File: src/shared/stop_ctrl_pkg.sv
package stop_ctrl_pkg;
	localparam int NUM_OUTS = 8;
	localparam logic [7:0] STOPPABLE_RST = 8'h00;
	localparam int CLK_PERIOD_NS = 10;
	localparam int STABLE_EDGES = 2;
	localparam logic [1:0] STABLE_CNT_MAX = 2'(STABLE_EDGES - 1);
	localparam int RESTART_LAT = 2;
	localparam logic [2:0] RESTART_CNT = 3'(RESTART_LAT);
	localparam int REDRIVE_NS = 10;
	localparam int REDRIVE_CYC = (REDRIVE_NS / CLK_PERIOD_NS < 1) ? 1 : REDRIVE_NS / CLK_PERIOD_NS;

	typedef struct packed {
		logic [NUM_OUTS-1:0] true_val;
		logic [NUM_OUTS-1:0] true_oe;
		logic [NUM_OUTS-1:0] comp_val;
		logic [NUM_OUTS-1:0] comp_oe;
	} diff_pins_t;
endpackage

File: src/halt_filter.sv
`timescale 1ns/1ns
module halt_filter
	import stop_ctrl_pkg::*;
(
	input wire logic sys_clk_i,
	input wire logic nrst_i,
	input wire logic edge_en_i,
	input wire logic raw_n_i,
	output logic halt_n_o
);
	logic sync1_q, sync2_q, sync1_d, sync2_d;
	logic halt_n_q, halt_n_d;
	logic [1:0] cnt_q, cnt_d;

	always_comb
	begin
		sync1_d = raw_n_i;
		sync2_d = sync1_q;
		halt_n_d = halt_n_q;
		cnt_d = cnt_q;
		if (edge_en_i)
		begin
			if (sync2_q == halt_n_q)
				cnt_d = 2'h0;
			else if (cnt_q == STABLE_CNT_MAX)
			begin
				halt_n_d = sync2_q;
				cnt_d = 2'h0;
			end
			else
				cnt_d = cnt_q + 2'h1;
		end
	end

	always_ff @(posedge sys_clk_i or negedge nrst_i)
	begin
		if (!nrst_i)
		begin
			sync1_q <= 1'b1;
			sync2_q <= 1'b1;
			halt_n_q <= 1'b1;
			cnt_q <= 2'h0;
		end
		else
		begin
			sync1_q <= sync1_d;
			sync2_q <= sync2_d;
			halt_n_q <= halt_n_d;
			cnt_q <= cnt_d;
		end
	end

	assign halt_n_o = halt_n_q;
endmodule

File: src/diff_output_stop_control.sv
`timescale 1ns/1ns
// Summary of operation
// - stoppable outputs halt after their next rising transition; free-running ones keep toggling
// - drive mode 0: true leg driven high, complement leg undriven
// - drive mode 1: both legs of stopped pairs undriven
// - release restarts stopped outputs cleanly, no runt pulses
// - restart comes eleven to twelve reference clock cycles (five and a half to six output periods) after release
// - all stopped outputs restart on the same cycle
// - tri-state mode: true legs driven high six to seven reference clock cycles after release
// - stop input level accepted after two stable complement rising edges
// - per-output stoppable bit, 1 stoppable, all reset to 0
module diff_output_stop_control
	import stop_ctrl_pkg::*;
(
	input wire logic sys_clk_i,
	input wire logic nrst_i,
	input wire logic output_halt_n_i,
	input wire logic drive_mode_i,
	input wire logic cfg_we_i,
	input wire logic [NUM_OUTS-1:0] cfg_stoppable_i,
	output logic [NUM_OUTS-1:0] stoppable_o,
	output logic [NUM_OUTS-1:0] stopped_o,
	output logic [NUM_OUTS-1:0] diff_out_true_o,
	output logic [NUM_OUTS-1:0] diff_out_true_oe_o,
	output logic [NUM_OUTS-1:0] diff_out_comp_o,
	output logic [NUM_OUTS-1:0] diff_out_comp_oe_o
);
	typedef enum logic [1:0] {RUN, STOPPING, HALTED, RESUMING} stop_state_t;

	// reference clock, divided by two, is the output clock
	logic phase_q, phase_d;
	logic [NUM_OUTS-1:0] stoppable_q, stoppable_d;
	logic [NUM_OUTS-1:0] stop_set_q, stop_set_d;
	stop_state_t state_q, state_d;
	logic [2:0] lat_q, lat_d;
	diff_pins_t pins_q, pins_d;
	logic halt_n, comp_rise;

	// complement output rises when the true phase falls
	assign comp_rise = phase_q;

	halt_filter halt_filter_i (
		.sys_clk_i(sys_clk_i),
		.nrst_i(nrst_i),
		.edge_en_i(comp_rise),
		.raw_n_i(output_halt_n_i),
		.halt_n_o(halt_n)
	);

	// output clock phase
	always_comb
	begin
		phase_d = ~phase_q;
	end

	always_ff @(posedge sys_clk_i or negedge nrst_i)
	begin
		if (!nrst_i)
			phase_q <= 1'b0;
		else
			phase_q <= phase_d;
	end

	// per-output stoppable bits
	always_comb
	begin
		stoppable_d = cfg_we_i ? cfg_stoppable_i : stoppable_q;
	end

	always_ff @(posedge sys_clk_i or negedge nrst_i)
	begin
		if (!nrst_i)
			stoppable_q <= STOPPABLE_RST;
		else
			stoppable_q <= stoppable_d;
	end

	// stop and restart sequencing
	always_comb
	begin
		state_d = state_q;
		stop_set_d = stop_set_q;
		lat_d = lat_q;
		case (state_q)
			RUN:
				if (!halt_n)
					state_d = STOPPING;
			STOPPING:
				// freeze after the next rising transition, true leg high in drive mode 0
				if (!phase_q)
				begin
					stop_set_d = stoppable_q;
					state_d = HALTED;
				end
			HALTED:
				if (halt_n)
				begin
					lat_d = RESTART_CNT;
					state_d = RESUMING;
				end
			RESUMING:
				// restart only at a period boundary, all together
				if (lat_q != 3'h0)
				begin
					if (phase_q)
						lat_d = lat_q - 3'h1;
				end
				else if (phase_q)
				begin
					stop_set_d = '0;
					state_d = RUN;
				end
			default:
				state_d = RUN;
		endcase
	end

	always_ff @(posedge sys_clk_i or negedge nrst_i)
	begin
		if (!nrst_i)
		begin
			stop_set_q <= '0;
			state_q <= RUN;
			lat_q <= 3'h0;
		end
		else
		begin
			stop_set_q <= stop_set_d;
			state_q <= state_d;
			lat_q <= lat_d;
		end
	end

	// pin drive per output pair
	always_comb
	begin
		for (int i = 0; i < NUM_OUTS; i++)
		begin
			if (stop_set_d[i])
			begin
				pins_d.true_val[i] = ~drive_mode_i;
				pins_d.true_oe[i] = ~drive_mode_i;
				pins_d.comp_val[i] = 1'b0;
				pins_d.comp_oe[i] = 1'b0;
			end
			else
			begin
				pins_d.true_val[i] = phase_d;
				pins_d.true_oe[i] = 1'b1;
				pins_d.comp_val[i] = ~phase_d;
				pins_d.comp_oe[i] = 1'b1;
			end
			// tri-state mode: re-drive high from when the filtered release moves the state to RESUMING
			if (state_d == RESUMING && stop_set_d[i])
			begin
				pins_d.true_val[i] = 1'b1;
				pins_d.true_oe[i] = 1'b1;
			end
		end
	end

	always_ff @(posedge sys_clk_i or negedge nrst_i)
	begin
		if (!nrst_i)
			pins_q <= '0;
		else
			pins_q <= pins_d;
	end

	assign stoppable_o = stoppable_q;
	assign stopped_o = stop_set_q;
	assign diff_out_true_o = pins_q.true_val;
	assign diff_out_true_oe_o = pins_q.true_oe;
	assign diff_out_comp_o = pins_q.comp_val;
	assign diff_out_comp_oe_o = pins_q.comp_oe;
endmodule

File: config.mk
export PLATFORM = sky130hd
export DESIGN_NAME = diff_output_stop_control
export DESIGN_NICKNAME = d
export VERILOG_FILES = /design/src/shared/stop_ctrl_pkg.sv /design/src/halt_filter.sv /design/src/diff_output_stop_control.sv
export SDC_FILE = /design/constraint.sdc
export NUM_CORES = 1
export LEC_CHECK = 0
export BUFFER_PORTS_ARGS = -buffer_cell sky130_fd_sc_hd__buf_2
export CORE_MARGIN = 5
export CORE_UTILIZATION = 53
export CTS_BUF_LIST = sky130_fd_sc_hd__clkbuf_8
export DETAILED_ROUTE_END_ITERATION = 16
export PLACE_DENSITY = 0.81
export SKIP_LAST_GASP = 1
export SYNTH_ARGS = -nofsm -noshare
export SYNTH_HDL_FRONTEND = slang
export SYNTH_SLANG_ARGS = --single-unit
export TNS_END_PERCENT = 20
File: constraint.sdc
create_clock -name sys_clk_i -period 1.9 [get_ports sys_clk_i]
set_input_delay 0.57 -clock sys_clk_i [delete_from_list [all_inputs] [get_ports sys_clk_i]]
set_output_delay 0.57 -clock sys_clk_i [all_outputs]
set_load 0.01 [all_outputs]
==> results_dict.tcl <==
set metrics [dict create \
    outcome "completed" \
    htreeDepth 3 \
    die_y_um 74.09 \
    clk_pin_slew_ns 0.06 \
    maxCapViolations 0 \
    syn_inst 165 \
    ant_nets 0 \
    period_share_pct 91.70 \
    clkSinkCount 59 \
    min_path_type "in2async" \
    max_freq_mhz 574.0 \
    crit_start "lat_q[0]" \
    syn_area_per_cell_um2 13.19 \
    synth.distinct_cells 31 \
    seq_area_frac_synth_pct 67.99 \
    grt_pass1_wl_um 7424 \
    initial_core_util_pct 54.43 \
    overflow 0 \
    critPathLaunchType "register" \
    vias 1472 \
    p_leak_nw 1.312 \
    drt-initial-drc-count 103 \
    arrival_ns 2.00 \
    finalNonFillerCells 287 \
    drc 0 \
    timing.rr.start "lat_q[0]" \
    post_drt_wl_per_cell_um 15.39 \
    fin_crit_ns 1.742 \
    dp_hpwl_um 2980 \
    cts_max_path_buffers 2 \
    core_area_mm2 0.004000 \
    tightest_slew_ns 0.4377 \
    syn_nets 180 \
    synthesis.area_mm2 0.002177 \
    pwr_density_cell_mw_per_mm2 1427 \
    criticalPathCategory "reg2reg" \
    io_buffers 60 \
    grt_pass1_vias 1484 \
    io_pins 61 \
    diodes 0 \
    yosys_register_bits 59 \
    dr.pass1.iters 4 \
    cts.hold.buffers_added 0 \
    nets 247 \
    wl_um 4418 \
    dpl.cell_count 271 \
    finalHoldViolCount 0 \
    cp_max_fo 8 \
    skew_ns 0.006262 \
    antenna_found_initial 0 \
    place_congestion 0.8079 \
    cts_tree "done" \
    yosys_warnings 0 \
    root_buffer "clkbuf_8" \
    cts_resized 0 \
    die_w_um 74.09 \
    endpoint_kind "register" \
    rsz0062_at_grt "no" \
    rows 23 \
    drive_gt1_share_pct 41.35 \
    clkLatencyLatePin_ns 0.33 \
    peakVddDrop_mv 0.8221 \
    grt_usage_pct 18.76 \
    timing.critical_path.required_ns 2.16 \
    syn2layout_area_growth_pct 24.14 \
    grt_max_degree 60 \
    cts_made_buffers 9 \
    setup_viol 0 \
    max_slew_margin_pct 70.76 \
    slew_viol_final 0 \
    vias_per_cell 5.129 \
    tns_ns 0 \
    die_area_mm2 0.005489 \
    nFillCells 285 \
    post_cts.repair.setup_buffers 0 \
]
## cells in the final DEF, fill, tap and decap left out, drive strengths merged, types with 7 or more instances in the layout
cell	instances
clkbuf	11
o22a	7
nand3	10
dfrtp	56
buf	64
a21o	7
and2	7
mux2	10
nand2	10
inv	16
a21oi	9
## per-stage QoR
step	cell area (µm²)	total power, mW	setup WS (ns)	hold WS (ns)	util [%]
final	2703	3.857	0.1577	0.2354	67.56
after floorplan	2177	2.491	0.3269	0.2744	-
after CTS	2703	3.887	0.1426	0.2416	67.56
after global placement	2530	2.859	0.2442	0.3465	63.25
after global routing	2703	4.125	0.008882	0.2638	67.56
after detailed placement	2530	2.896	0.1483	0.3468	63.25
## cells by family after synthesis
kind of cell             after synthesis  share of synthesized area, %
flip-flops                            59                         67.99
AND/OR/NAND/NOR                       38                         9.253
AO/OA/AOI/OAI                         32                         10.52
adder cells (fa/ha/maj)                2                         1.149
multiplexers                          11                         5.632
buffers and inverters                 21                         4.655
XOR/XNOR                               2                        0.8047
## sequential cells by signal, summed over array words and instances (netlist names), 2 cells and up
| register | cells |
|---|---|
| diff_out_true_oe_o | 8 |
| state_q | 2 |
| halt_filter_i.cnt_q | 2 |
| diff_out_true_o | 8 |
| stopped_o | 8 |
| diff_out_comp_o | 8 |
| diff_out_comp_oe_o | 8 |
| stoppable_o | 8 |
| lat_q | 3 |
## synthesized netlist by cell type
| cell type | instances | area [µm²] |
|---|---|---|
| a21o_1 | 7 | 52.55 |
| a21oi_1 | 9 | 45.04 |
| a22o_1 | 1 | 8.760 |
| a2bb2oi_1 | 1 | 8.760 |
| and2_1 | 7 | 43.79 |
| and3_2 | 1 | 7.510 |
| buf_2 | 3 | 15.01 |
| buf_4 | 1 | 7.510 |
| buf_6 | 2 | 22.52 |
| clkbuf_1 | 2 | 7.510 |
| dfrtp_1 | 56 | 1401 |
| dfstp_2 | 3 | 78.83 |
| ha_1 | 2 | 25.02 |
| inv_1 | 13 | 48.80 |
| mux2_2 | 10 | 112.6 |
| mux2i_1 | 1 | 10.01 |
| nand2_1 | 10 | 37.54 |
| nand2b_1 | 1 | 6.260 |
| nand3_1 | 10 | 50.05 |
| nand3b_1 | 2 | 15.01 |
| nand4b_1 | 1 | 8.760 |
| nor2_1 | 3 | 11.26 |
| nor2b_1 | 2 | 12.51 |
| o211ai_1 | 1 | 7.510 |
| o21a_1 | 2 | 15.01 |
| o21ai_0 | 3 | 15.01 |
| o22a_2 | 7 | 70.07 |
| o22ai_1 | 1 | 6.260 |
| or3b_1 | 1 | 8.760 |
| xnor2_1 | 1 | 8.760 |
| xor2_1 | 1 | 8.760 |
## final timing paths
kind | endpoint | slack [ns] | cells after the start
max in group asynchronous | halt_filter_i.sync1_q | 1.37 | 2
hold / removal | stoppable_o[7] | 0.24 | 2
setup reg to reg | diff_out_true_oe_o[0] | 0.16 | 6
min in group sys_clk_i | halt_filter_i.sync1_q | 0.34 | 1
setup / recovery | diff_out_true_oe_o[0] | 0.16 | 6
hold reg to reg | halt_filter_i.sync2_q | 0.36 | 0
## cell type report
class                           instances  area [µm²]  area share [%]
Clock buffer                           11       151.4           5.602
Clock inverter                          5       21.27          0.7870
Inverter                               13       48.80           1.806
Multi-Input combinational cell         85       595.6           22.04
Sequential cell                        59        1480           54.77
Tap cell                               50       62.56           2.315
Timing Repair Buffer                   64       342.8           12.69
## where the power goes
group / switching (mW) / total [mW] / internal [mW]
Clock: 0.459 / 0.984 / 0.525
Combinational: 0.651 / 1.17 / 0.519
Sequential: 0.177 / 1.70 / 1.53
## metal layers
metal / GRT usage (%) / part of all wire (%) / vias up
met5: 0 / 0 / -
met4: 12.68 / 2.0 / 0
met3: 5.000 / 6.3 / 8
met2: 28.25 / 49 / 53
met1: 23.81 / 43 / 721
li1: - / - / 690
## worst max-delay path: stages (launching register included)
cell,delay (ns)
dfrtp_1,0.40
inv_1,0.06
ha_1,0.14
ha_1,0.21
nand3_1,0.30
a21oi_1,0.41
nand3b_1,0.16
Power figures use the tool's default switching activity.
